==> src/shared/fccd_pkg.sv <==
package fccd_pkg;

  // Register word offsets (byte addresses on the slave port)
  localparam logic [3:0] FCCD_OFS_CONFIG = 4'h0;
  localparam logic [3:0] FCCD_OFS_CLKDIV = 4'h4;
  localparam logic [3:0] FCCD_OFS_IRQ_STATUS = 4'h8;

  // Module configuration register fields
  localparam int FCCD_CFG_LOCK_BIT = 10;
  localparam int FCCD_CFG_PV_EN_BIT = 9;
  localparam int FCCD_CFG_AE_EN_BIT = 8;
  localparam int FCCD_CFG_CBE_EN_BIT = 7;
  localparam int FCCD_CFG_CC_EN_BIT = 6;
  localparam int FCCD_CFG_KEY_SEL_BIT = 5;
  localparam logic [15:0] FCCD_CFG_IMPL_MASK = 16'h07e0;
  localparam logic [15:0] FCCD_CFG_RESET = 16'h0000;

  // Clock divider register fields
  localparam int FCCD_CLK_LOADED_BIT = 7;
  localparam int FCCD_CLK_PRESCALE_BIT = 6;
  localparam int FCCD_DIV_WIDTH = 6;
  localparam logic [7:0] FCCD_CLKDIV_RESET = 8'h00;

  // Interrupt status layout, same order as the enables
  localparam int FCCD_IRQ_CC_BIT = 0;
  localparam int FCCD_IRQ_CBE_BIT = 1;
  localparam int FCCD_IRQ_AE_BIT = 2;
  localparam int FCCD_IRQ_PV_BIT = 3;
  localparam logic [3:0] FCCD_IRQ_RESET = 4'h0;

  // Timing figures
  localparam int FCCD_PRESCALE_DIV = 8;
  localparam int FCCD_CLK_PERIOD_NS = 5;
  localparam int FCCD_TEVT_MIN_KHZ = 150;
  localparam int FCCD_TEVT_MAX_KHZ = 200;
  localparam int FCCD_BUSCLK_MIN_KHZ = 150;
  localparam int FCCD_BUSCLK_MAX_KHZ = 102400;

  // Status flags from the command engine, one level each
  typedef struct packed {
    logic prot_violation_flag;
    logic access_error_flag;
    logic cmd_buffer_empty_flag;
    logic cmd_complete_flag;
  } fccd_flags_t;

  // Avalon-MM request as seen by the slave
  typedef struct packed {
    logic [3:0] address;
    logic read;
    logic write;
    logic [31:0] writedata;
    logic [3:0] byteenable;
  } fccd_avreq_t;

endpackage

==> src/rtl/fccd_prescale.sv <==
`timescale 1ns/1ps
module fccd_prescale
  import fccd_pkg::*;
#(
  parameter int RATIO = FCCD_PRESCALE_DIV
) (
  // Clock and reset
  input wire logic clk_i,
  input wire logic rst_i,
  // Control
  input wire logic run_i,
  // One-cycle enable every RATIO clocks
  output logic step_o
);

  logic [$clog2(RATIO)-1:0] count;
  logic last;

  assign last = (count == ($clog2(RATIO))'(RATIO - 1));

  // Free count while running; restart from zero when stopped
  always_ff @(posedge clk_i or posedge rst_i) begin
    if (rst_i) begin
      count <= '0;
      step_o <= 1'b0;
    end else begin
      count <= (run_i && !last) ? count + 1'b1 : '0;
      step_o <= run_i && last;
    end
  end

endmodule

==> src/rtl/fccd_tick_div.sv <==
`timescale 1ns/1ps
module fccd_tick_div
  import fccd_pkg::*;
#(
  parameter int WIDTH = FCCD_DIV_WIDTH
) (
  // Clock and reset
  input wire logic clk_i,
  input wire logic rst_i,
  // Control
  input wire logic run_i,
  input wire logic step_i,
  input wire logic [WIDTH-1:0] div_i,
  // Wrap pulse, one cycle
  output logic tick_o
);

  logic [WIDTH-1:0] count;
  logic wrap;

  // Divide field plus one steps per period
  assign wrap = step_i && (count == div_i);

  always_ff @(posedge clk_i or posedge rst_i) begin
    if (rst_i) begin
      count <= '0;
      tick_o <= 1'b0;
    end else if (!run_i) begin
      count <= '0;
      tick_o <= 1'b0;
    end else begin
      if (step_i) begin
        count <= wrap ? '0 : count + 1'b1;
      end
      tick_o <= wrap;
    end
  end

endmodule

==> src/rtl/fccd_top.sv <==
// Function
// - Write-lock bit 10 always reads back and, once set, stays set.
// - Lock set blocks writes to protection and access registers.
// - Protection-violation enable bit 9 with flag set requests interrupt.
// - Access-error enable bit 8 with flag set requests interrupt.
// - Command-buffer-empty enable bit 7 with flag set requests interrupt.
// - Command-complete enable bit 6 with flag set requests interrupt.
// - The four interrupt enables are freely readable and writable.
// - Key-access selector bit 5 writable only while backdoor key enabled.
// - Selector zero routes flash writes to commands, one to keys.
// - Config bits 10 to 5 implemented; others read zero, ignore writes.
// - Divider bits 6 to 0 take first write only; bit 7 read-only.
// - Divider-loaded bit clears at reset, sets on write, stays set.
// - Prescale select divides bus clock by eight before the divider.
// - Divide field with prescaler yields a 150-200 KHz timing clock.
// - Divider serves bus clocks from 150 KHz to 102.4 MHz.
// - Backdoor key enable input reads one when key access enabled.
//
// Design decisions made here: the placing of the registers and register access over Avalon-MM.
`timescale 1ns/1ps
module fccd_top
  import fccd_pkg::*;
(
  // Clock and reset
  input wire logic CLK_I,
  input wire logic SYS_RST_I,
  // Avalon-MM slave
  input wire logic [3:0] AVS_ADDRESS_I,
  input wire logic AVS_READ_I,
  input wire logic AVS_WRITE_I,
  input wire logic [31:0] AVS_WRITEDATA_I,
  input wire logic [3:0] AVS_BYTEENABLE_I,
  output logic [31:0] AVS_READDATA_O,
  output logic AVS_WAITREQUEST_O,
  // Security and status inputs from the rest of the controller
  input wire logic BACKDOOR_KEY_ENABLE_I,
  input wire fccd_flags_t FLAGS_I,
  // Flash array write routing
  input wire logic FLASH_WRITE_I,
  output logic CMD_WRITE_START_O,
  output logic KEY_WRITE_O,
  output logic KEY_ACCESS_SELECT_O,
  // Lock towards protection and access registers
  output logic PROT_REGS_LOCKED_O,
  // Timing clock and interrupt
  output logic DIVIDER_LOADED_O,
  output logic TIMED_TICK_O,
  output logic IRQ_O
);

  // Byte enables widened to a per-bit write mask
  function automatic logic [31:0] lane_mask(input logic [3:0] be);
    lane_mask = {{8{be[3]}}, {8{be[2]}}, {8{be[1]}}, {8{be[0]}}};
  endfunction

  // Gather a request into the package carrier, unregistered
  fccd_avreq_t req;
  assign req.address = AVS_ADDRESS_I;
  assign req.read = AVS_READ_I;
  assign req.write = AVS_WRITE_I;
  assign req.writedata = AVS_WRITEDATA_I;
  assign req.byteenable = AVS_BYTEENABLE_I;

  // Bus handshake state
  logic waitreq;
  logic next_waitreq;
  logic [31:0] rdata;
  logic [31:0] next_rdata;

  // Configuration register bits
  logic lock;
  logic pv_en;
  logic ae_en;
  logic cbe_en;
  logic cc_en;
  logic key_sel;
  logic next_lock;
  logic next_pv_en;
  logic next_ae_en;
  logic next_cbe_en;
  logic next_cc_en;
  logic next_key_sel;

  // Clock divider register bits
  logic loaded;
  logic prescale;
  logic [FCCD_DIV_WIDTH-1:0] div;
  logic next_loaded;
  logic next_prescale;
  logic [FCCD_DIV_WIDTH-1:0] next_div;

  // Interrupt status
  logic [3:0] irq_stat;
  logic [3:0] next_irq_stat;
  logic [3:0] irq_en;
  logic [3:0] flag_vec;
  logic next_irq;

  // Request is committed on the edge where waitrequest is seen low
  logic req_any;
  logic commit;
  logic wr_commit;
  logic rd_commit;
  logic sel_cfg;
  logic sel_clk;
  logic sel_irq;
  logic [31:0] wmask;
  logic [31:0] wbits;
  logic cfg_wr;
  logic clk_wr;

  assign req_any = req.read || req.write;
  assign commit = req_any && !waitreq;
  assign wr_commit = commit && req.write;
  assign rd_commit = commit && req.read;
  assign sel_cfg = (req.address == FCCD_OFS_CONFIG);
  assign sel_clk = (req.address == FCCD_OFS_CLKDIV);
  assign sel_irq = (req.address == FCCD_OFS_IRQ_STATUS);
  assign wmask = lane_mask(req.byteenable);
  assign wbits = req.writedata & wmask;
  assign cfg_wr = wr_commit && sel_cfg;
  assign clk_wr = wr_commit && sel_clk && req.byteenable[0];

  // One wait cycle per access: waitrequest drops for exactly one edge
  assign next_waitreq = !(req_any && waitreq);

  // Readback images; unimplemented bits are constant zero
  logic [15:0] cfg_image;
  logic [7:0] clk_image;

  assign cfg_image = {5'h00, lock, pv_en, ae_en, cbe_en, cc_en,
                      key_sel, 5'h00} & FCCD_CFG_IMPL_MASK;
  assign clk_image = {loaded, prescale, div};

  // Read data is prepared during the wait cycle, held otherwise.
  // Status shows flags arriving in the wait cycle too, or the clear at
  // the commit edge would drop them unseen.
  assign next_rdata = (req.read && waitreq) ?
                      (sel_cfg ? {16'h0000, cfg_image} :
                       sel_clk ? {24'h000000, clk_image} :
                       sel_irq ? {28'h0000000, next_irq_stat} :
                       32'h00000000) : rdata;

  // Lock only ever goes from zero to one
  assign next_lock = lock ||
                     (cfg_wr && wbits[FCCD_CFG_LOCK_BIT]);

  // Enables follow writes whatever the lock state
  assign next_pv_en = (cfg_wr && wmask[FCCD_CFG_PV_EN_BIT]) ?
                      req.writedata[FCCD_CFG_PV_EN_BIT] : pv_en;
  assign next_ae_en = (cfg_wr && wmask[FCCD_CFG_AE_EN_BIT]) ?
                      req.writedata[FCCD_CFG_AE_EN_BIT] : ae_en;
  assign next_cbe_en = (cfg_wr && wmask[FCCD_CFG_CBE_EN_BIT]) ?
                       req.writedata[FCCD_CFG_CBE_EN_BIT] : cbe_en;
  assign next_cc_en = (cfg_wr && wmask[FCCD_CFG_CC_EN_BIT]) ?
                      req.writedata[FCCD_CFG_CC_EN_BIT] : cc_en;

  // Selector accepts writes only while backdoor key access is enabled
  assign next_key_sel = (cfg_wr && wmask[FCCD_CFG_KEY_SEL_BIT] &&
                         BACKDOOR_KEY_ENABLE_I) ?
                        req.writedata[FCCD_CFG_KEY_SEL_BIT] : key_sel;

  // Divider fields take the first write after reset, then freeze
  assign next_prescale = (clk_wr && !loaded) ?
                         req.writedata[FCCD_CLK_PRESCALE_BIT] :
                         prescale;
  assign next_div = (clk_wr && !loaded) ?
                    req.writedata[FCCD_DIV_WIDTH-1:0] : div;
  assign next_loaded = loaded || clk_wr;

  // Sticky status: a flag seen in the clearing cycle survives the clear
  assign flag_vec = {FLAGS_I.prot_violation_flag,
                     FLAGS_I.access_error_flag,
                     FLAGS_I.cmd_buffer_empty_flag,
                     FLAGS_I.cmd_complete_flag};
  assign next_irq_stat = ((rd_commit && sel_irq) ? 4'h0 : irq_stat) |
                         flag_vec;

  // Mask as it stands after this edge, so an enable write acts at once
  assign irq_en = {next_pv_en, next_ae_en,
                   next_cbe_en, next_cc_en};
  assign next_irq = |(irq_en & next_irq_stat);

  // Bus slave flops
  always_ff @(posedge CLK_I or posedge SYS_RST_I) begin
    if (SYS_RST_I) begin
      waitreq <= 1'b1;
      rdata <= 32'h00000000;
    end else begin
      waitreq <= next_waitreq;
      rdata <= next_rdata;
    end
  end

  assign AVS_WAITREQUEST_O = waitreq;
  assign AVS_READDATA_O = rdata;

  // Configuration flops; reset clears every control bit
  always_ff @(posedge CLK_I or posedge SYS_RST_I) begin
    if (SYS_RST_I) begin
      lock <= FCCD_CFG_RESET[FCCD_CFG_LOCK_BIT];
      pv_en <= FCCD_CFG_RESET[FCCD_CFG_PV_EN_BIT];
      ae_en <= FCCD_CFG_RESET[FCCD_CFG_AE_EN_BIT];
      cbe_en <= FCCD_CFG_RESET[FCCD_CFG_CBE_EN_BIT];
      cc_en <= FCCD_CFG_RESET[FCCD_CFG_CC_EN_BIT];
      key_sel <= FCCD_CFG_RESET[FCCD_CFG_KEY_SEL_BIT];
    end else begin
      lock <= next_lock;
      pv_en <= next_pv_en;
      ae_en <= next_ae_en;
      cbe_en <= next_cbe_en;
      cc_en <= next_cc_en;
      key_sel <= next_key_sel;
    end
  end

  // Divider flops; clearing loaded rearms the one-time write
  always_ff @(posedge CLK_I or posedge SYS_RST_I) begin
    if (SYS_RST_I) begin
      loaded <= FCCD_CLKDIV_RESET[FCCD_CLK_LOADED_BIT];
      prescale <= FCCD_CLKDIV_RESET[FCCD_CLK_PRESCALE_BIT];
      div <= FCCD_CLKDIV_RESET[FCCD_DIV_WIDTH-1:0];
    end else begin
      loaded <= next_loaded;
      prescale <= next_prescale;
      div <= next_div;
    end
  end

  // Interrupt flops
  always_ff @(posedge CLK_I or posedge SYS_RST_I) begin
    if (SYS_RST_I) begin
      irq_stat <= FCCD_IRQ_RESET;
      IRQ_O <= 1'b0;
    end else begin
      irq_stat <= next_irq_stat;
      IRQ_O <= next_irq;
    end
  end

  // Status outputs, each a registered copy of its register bit
  always_ff @(posedge CLK_I or posedge SYS_RST_I) begin
    if (SYS_RST_I) begin
      PROT_REGS_LOCKED_O <= 1'b0;
      KEY_ACCESS_SELECT_O <= 1'b0;
      DIVIDER_LOADED_O <= 1'b0;
    end else begin
      PROT_REGS_LOCKED_O <= next_lock;
      KEY_ACCESS_SELECT_O <= next_key_sel;
      DIVIDER_LOADED_O <= next_loaded;
    end
  end

  // Flash array writes go to the command path or the key path
  always_ff @(posedge CLK_I or posedge SYS_RST_I) begin
    if (SYS_RST_I) begin
      CMD_WRITE_START_O <= 1'b0;
      KEY_WRITE_O <= 1'b0;
    end else begin
      CMD_WRITE_START_O <= FLASH_WRITE_I && !key_sel;
      KEY_WRITE_O <= FLASH_WRITE_I && key_sel;
    end
  end

  // Timing clock runs only once software has loaded the divider,
  // so no program or erase timing starts from an unset divide.
  logic pre_step;
  logic div_step;
  logic tick;

  fccd_prescale #(
    .RATIO(FCCD_PRESCALE_DIV)
  ) u_prescale (
    .clk_i(CLK_I),
    .rst_i(SYS_RST_I),
    .run_i(loaded && prescale),
    .step_o(pre_step)
  );

  // Prescaler bypassed: every bus clock advances the divider
  assign div_step = prescale ? pre_step : 1'b1;

  // Wrap after divide field plus one steps; the counters hold any
  // divide from one to 64 steps, covering the whole bus clock range.
  fccd_tick_div #(
    .WIDTH(FCCD_DIV_WIDTH)
  ) u_tick_div (
    .clk_i(CLK_I),
    .rst_i(SYS_RST_I),
    .run_i(loaded),
    .step_i(div_step),
    .div_i(div),
    .tick_o(tick)
  );

  always_ff @(posedge CLK_I or posedge SYS_RST_I) begin
    if (SYS_RST_I) begin
      TIMED_TICK_O <= 1'b0;
    end else begin
      TIMED_TICK_O <= tick;
    end
  end

endmodule

==> config.mk <==
export PLATFORM = sky130hd
export DESIGN_NAME = fccd_top
export DESIGN_NICKNAME = d
export VERILOG_FILES = /design/src/shared/fccd_pkg.sv /design/src/rtl/fccd_prescale.sv /design/src/rtl/fccd_tick_div.sv /design/src/rtl/fccd_top.sv
export SDC_FILE = /design/constraint.sdc
export NUM_CORES = 1
export LEC_CHECK = 0
export BUFFER_PORTS_ARGS = -buffer_cell sky130_fd_sc_hd__buf_2
export CAP_MARGIN = 10
export CORE_UTILIZATION = 30
export DETAILED_ROUTE_END_ITERATION = 8
export PLACE_DENSITY = 0.52
export SKIP_LAST_GASP = 1
export SLEW_MARGIN = 40
export SYNTH_ARGS = -nofsm -noshare
export SYNTH_HDL_FRONTEND = slang
export SYNTH_SLANG_ARGS = --single-unit
==> constraint.sdc <==
create_clock -name CLK_I -period 4.6 [get_ports CLK_I]
set_clock_uncertainty 0.1 [all_clocks]
set_input_delay 0.92 -clock CLK_I [delete_from_list [all_inputs] [get_ports CLK_I]]
set_output_delay 0.92 -clock CLK_I [all_outputs]
set_load 0.05 [all_outputs]
==> flow_metrics.py, run 1 <==
metrics = {
    "status": {
        "status": "completed",
    },
    "drt": {
        "dr.pass1.iters": 4,
        "routed_wl_um": 4360,
        "post_drt_wl_per_cell_um": 12.6,
        "drt_iter0_markers": 126,
        "via_per_inst": 4.44,
        "vias": 1535,
        "ant_nets": 0,
        "remaining_drc_errors": 0,
    },
    "critical_path": {
        "cp-end-kind": "flip-flop",
        "critical_path.max_stage_delay_ps": 600,
        "cp_cell_sequence": "buf_2 -> nor4b_4 -> nand3_2 -> nor2_4 -> mux2_2",
        "cp-startpoint": "AVS_ADDRESS_I[1]",
        "worstPathArrival_ps": 2490,
        "start_kind": "primary input",
        "crit_family": "simple AND/OR/NAND/NOR gates",
        "crit_type": "in2reg",
        "cp_num_buf_inv": 1,
        "crit_required_ps": 4670,
        "crit_path_max_fanout": 9,
        "critPathSlowestCell": "nor4b_4",
        "r2r-start": "AVS_WAITREQUEST_O",
    },
    "grt": {
        "overflow": 0,
        "antenna_found_initial": 0,
        "grt_pass1_vias": 1504,
        "grt_util_all_layers_pct": 12.8,
        "grt_max_degree": 46,
        "grt_pass1_wl_um": 7380,
    },
    "power": {
        "p_total_w": 0.000961,
        "vdd_ir_drop_max_mv": 0.158,
        "p_per_area_nw_per_um2": 386,
        "p_leak_nw": 1.19,
    },
    "sta": {
        "min_period_ps": 2420,
        "rsz0062_at_grt": "no",
        "relSlewSlack_pct": 49.1,
        "period_share_pct": 52.5,
        "slew_viol_final": 0,
        "fin_tns_setup_ps": 0,
        "tightestPinTransition_ps": 758,
        "max_freq_mhz": 414,
        "hold_viol": 0,
        "fin_ws_ps": 2180,
        "setup-violations-final": 0,
    },
    "floorplan": {
        "io_pins": 90,
        "die_h_um": 86.9,
        "die_w_um": 86.9,
        "start_util_pct": 31.5,
        "die-area_um2": 7550,
        "coreArea_um2": 6870,
        "rows": 30,
    },
    "place": {
        "dpl.cell_count": 338,
        "pre_cts_ws_ps": 1870,
        "gp_congestion": 0.750,
        "port_buffers": 45,
        "hpwl_um": 3270,
    },
    "logic_synthesis": {
        "seq_area_frac_synth_pct": 52.2,
        "synthSimpleGateAreaFrac_pct": 15.8,
        "synth_cells": 203,
        "synth_compound_area_share_pct": 10.8,
        "synth_fa_ha_area_share_pct": 1.74,
        "synth_mux_area_share_pct": 4.63,
        "syn_area_um2": 2160,
        "avgSynthCellArea_um2": 10.6,
        "ys.flop_type": "dfrtp_1",
        "synth_top_family_by_area": "simple AND/OR/NAND/NOR gates",
        "yosysWarnings": 0,
        "synth_edf_count": 0,
        "synthXorXnorAreaFrac_pct": 4.46,
        "synth_cell_type_count": 39,
        "synth-seq-cells": 45,
        "synthArstFlopShare_pct": 100,
    },
    "clocking": {
        "cts_buffer_depth": 2,
        "cts_htree_levels": 2,
        "clock_latency_ps": 280,
        "numCtsBuffers": 5,
        "clockRootBuffer": "clkbuf_8",
        "post_cts_buffers": 0,
        "cts_resized": 0,
        "cts_tree": "built",
        "ctsHoldBuffers": 0,
        "clkTransAtPathRegs_ps": 80,
        "cts_sinks": 45,
    },
    "min_path": {
        "worstHoldStart": "u_tick_div.tick_o",
        "min_path_type": "reg2reg",
    },
    "cells_and_area": {
        "final_common_cell": "buf_2",
        "fill_cells": 714,
        "instances_no_fill": 346,
        "post-route-util_pct": 36.3,
        "final_layout_size_suffix_gt1_share_pct": 27.2,
        "syn_to_final_growth_pct": 15.3,
        "n_antenna_cell": 0,
        "finalNetCount": 302,
        "layout_common_cells": "45 x buf_2, 44 x dfrtp_1, 21 x conb_1, 18 x nand2_1, 11 x a21oi_1",
    },
    "job": {
        "cap_violations": 0,
    },
}
## cells by family (layout without fill, tap and decap cells)
logic type,after synthesis,after routing
muxes,9,9
AOI/OAI and AO/OA,39,39
adders and majority gates,3,3
buffers and inverters,37,64
xor gates and xnor gates,11,11
DFF,45,45
other,1,21
and+or+nand+nor,58,58
## registers in the layout, summed over array words and instances, names as in the netlist, 3 cells and up
name and flops:
u_tick_div.count 6, AVS_READDATA_O 11, div 6, u_prescale.count 3, irq_stat 4
## layer usage
layer	track usage, %	share of wire, %	vias up
li1	-	-	749
met1	18.4	49	750
met2	19.1	46	34
met3	3.32	4.4	2
met4	3.64	0.55	0
met5	0	0	-
## power breakdown
| group | internal (W) | switching (W) |
|---|---|---|
| registers | 0.000438 | 0.0000322 |
| logic | 0.0000750 | 0.000186 |
| clock network | 0.000108 | 0.000122 |
| total | 0.000621 | 0.000340 |
## cell type report
cell class	count	area, um2	share of cell area (%)
flip-flops and latches	45	1130	45.2
multi-input cells	141	895	35.9
repair buffers	46	233	9.34
well taps	96	120	4.82
clock buffers	8	80.1	3.21
inverters	10	37.5	1.51
## Yosys cell counts, types with 3 or more instances
library cell	count	area [um2]
xnor2_1	9	78.8
a22oi_1	3	22.5
nor2_1	9	33.8
nor2b_1	4	25.0
or2_2	3	18.8
buf_4	21	158
o22ai_1	7	43.8
nand3_1	4	20.0
and2_1	3	18.8
ha_1	3	37.5
clkbuf_1	4	15.0
nand2_1	18	67.6
a21oi_1	11	55.1
a31oi_1	3	18.8
o21ai_0	9	45.0
mux2_2	8	90.1
nand4_1	3	18.8
and4_1	3	26.3
inv_1	10	37.5
a21boi_0	3	22.5
dfrtp_1	44	1100
## worst paths after layout
check | endpoint | slack (ps) | depth (start not counted)
max in group asynchronous | AVS_WAITREQUEST_O | 3360 | 3
hold reg to reg | TIMED_TICK_O | 260 | 0
setup reg to reg | div[0] | 2570 | 4
setup / recovery | div[0] | 2180 | 5
hold / removal | TIMED_TICK_O | 260 | 0
min in group asynchronous | AVS_READDATA_O[4] | 660 | 3
## through the flow
step                instance area, um2  hold slack (ps)
floorplan                         2240              231
global placement                  2410              238
detailed placement                2410              246
CTS                               2490              265
global route                      2490              284
finish                            2490              261
Note: power is estimated with default switching activity, not from simulation.
==> run 2: changes to the inputs <==
ABC_AREA = 1   (was unset)
PLACE_DENSITY = 0.54   (was 0.52)
clock period = 2.1 ns   (was 4.6 ns; I/O delays follow)
==> flow_metrics.py, run 2 <==
metrics = {
    "critical_path": {
        "crit_path_max_fanout": 5,
        "worstPathArrival_ps": 1140,
        "start_kind": "flip-flop",
        "critical_path.max_stage_delay_ps": 570,
        "cp-end-kind": "primary output",
        "crit_type": "reg2out",
        "crit_required_ps": 1580,
        "cp_cell_sequence": "buf_2",
        "crit_family": "flip-flops",
        "critPathSlowestCell": "dfstp_2",
        "cp_num_buf_inv": 1,
    },
    "clocking": {
        "cts_tree": "built",
        "cts_resized": 0,
        "numCtsBuffers": 5,
        "cts_htree_levels": 2,
        "cts_buffer_depth": 2,
        "post_cts_buffers": 0,
        "clock_latency_ps": 300,
        "clockRootBuffer": "clkbuf_8",
        "ctsHoldBuffers": 0,
        "cts_sinks": 45,
        "clkTransAtPathRegs_ps": 90,
    },
    "grt": {
        "grt_pass1_wl_um": 7490,
        "overflow": 0,
        "grt_util_all_layers_pct": 12.9,
        "grt_max_degree": 46,
        "grt_pass1_vias": 1622,
        "antenna_found_initial": 0,
    },
    "drt": {
        "remaining_drc_errors": 0,
        "vias": 1683,
        "dr.pass1.iters": 4,
        "routed_wl_um": 4520,
        "ant_nets": 0,
        "via_per_inst": 4.08,
        "post_drt_wl_per_cell_um": 10.9,
        "drt_iter0_markers": 75,
    },
    "logic_synthesis": {
        "synth_most_common_cell": "nand2_1",
        "ys.flop_type": "dfrtp_1",
        "synth_top_area_share_pct": 49.8,
        "synth-seq-cells": 45,
        "avgSynthCellArea_um2": 8.34,
        "synth_top_area_cell": "dfrtp_1",
        "synth_cells": 265,
        "synth_common_cells": "83 x nand2_1, 44 x dfrtp_1, 33 x inv_1",
        "syn_area_um2": 2210,
        "yosysWarnings": 0,
        "synthArstFlopShare_pct": 100,
        "synth_edf_count": 0,
        "synth_cell_type_count": 28,
        "seq_area_frac_synth_pct": 51.0,
        "netlist_top_cells_area": "dfrtp_1 50%, nand2_1 14%, buf_4 7.1%",
    },
    "power": {
        "p_per_area_nw_per_um2": 746,
        "p_leak_nw": 1.46,
        "vdd_ir_drop_max_mv": 0.289,
    },
    "sta": {
        "rsz0062_at_grt": "no",
        "min_period_ps": 1660,
        "setup-violations-final": 0,
        "period_share_pct": 79.0,
        "fin_ws_ps": 441,
        "slew_viol_final": 0,
        "hold_viol": 0,
        "max_freq_mhz": 603,
        "fin_tns_setup_ps": 0,
        "tightestPinTransition_ps": 580,
        "relSlewSlack_pct": 61.4,
        "timing.hold.ws_ps": 134,
    },
    "cells_and_area": {
        "syn_to_final_growth_pct": 16.0,
        "instances_no_fill": 413,
        "finalNetCount": 369,
        "final_layout_size_suffix_gt1_share_pct": 20.8,
        "layout_common_cells": "83 x nand2_1, 45 x buf_2, 44 x dfrtp_1, 32 x inv_1, 23 x nor2_1",
        "post-route-util_pct": 36.9,
        "n_antenna_cell": 0,
        "final_common_cell": "nand2_1",
        "largest_register_ffs": 11,
        "fill_cells": 755,
    },
    "place": {
        "port_buffers": 45,
        "pre_cts_ws_ps": 506,
        "dpl.cell_count": 405,
        "hpwl_um": 3400,
        "gp_congestion": 0.818,
    },
    "floorplan": {
        "coreArea_um2": 6940,
        "die_h_um": 87.8,
        "die-area_um2": 7710,
        "start_util_pct": 31.8,
        "die_w_um": 87.8,
        "rows": 30,
        "io_pins": 90,
    },
    "min_path": {
        "min_path_type": "in2async",
    },
    "job": {
        "cap_violations": 0,
    },
    "status": {
        "status": "completed",
    },
}
-- run 2: report_power, final --
part	internal, W	switching, W	total [W]
sequential	0.000912	0.0000239	0.000936
clock	0.000298	0.000294	0.000592
combinational	0.0000763	0.000307	0.000384
-- run 2: path summary, 6_finish.rpt --
| check | startpoint | to | slack, ps | depth (start not counted) |
|---|---|---|---|---|
| worst max-delay path | AVS_WAITREQUEST_O | AVS_WAITREQUEST_O | 440 | 1 |
| worst min-delay path | SYS_RST_I | u_prescale.count[0] | 130 | 3 |
| worst max register to register | AVS_WAITREQUEST_O | AVS_READDATA_O[9] | 600 | 5 |
| worst min register to register | u_tick_div.tick_o | TIMED_TICK_O | 250 | 0 |
| max in group asynchronous | SYS_RST_I | cc_en | 1350 | 3 |
| min in group CLK_I | AVS_READ_I | AVS_WAITREQUEST_O | 210 | 2 |
-- run 2: layout make-up --
type                    instances  area [um2]  area share, %
flip-flops and latches         45        1130           44.0
multi-input cells             183         846           33.0
repair buffers                 47         240           9.37
inverters                      34         129           5.03
well taps                      96         120           4.69
clock buffers                   7        96.3           3.76
clock inverters                 1        5.00          0.195
-- run 2: stage by stage --
stage | total power (W) | area (um2)
6_report | 0.00191 | 2560
5_1_grt | 0.00201 | 2560
4_1_cts | 0.00193 | 2560
3_5_place_dp | 0.00134 | 2460
3_3_place_gp | 0.00134 | 2460
2_1_floorplan | 0.00128 | 2280
-- run 2: cells by family (layout without fill, tap and decap cells) --
group,count (synthesis),in the layout,synth area share [%]
flip-flops,45,45,51.0
buffers and inverters,57,89,14.1
AO/OA/AOI/OAI,26,26,6.51
adder cells (fa/ha/maj),3,3,1.70
XOR/XNOR,5,5,1.98
other,1,21,0.170
AND/OR/NAND/NOR,128,128,24.5
-- run 2: layer usage --
metal / GRT usage (%) / vias up / part of all wire, %
met5: 0 / - / 0
met4: 5.66 / 0 / 1.9
met3: 2.83 / 8 / 5.2
met2: 19.0 / 50 / 42
met1: 18.2 / 754 / 51
li1: - / 871 / -
-- run 2: tightest hold or removal path: cells and delay by family --
family,cells,cell delay [ps]
buf+inv,3,590
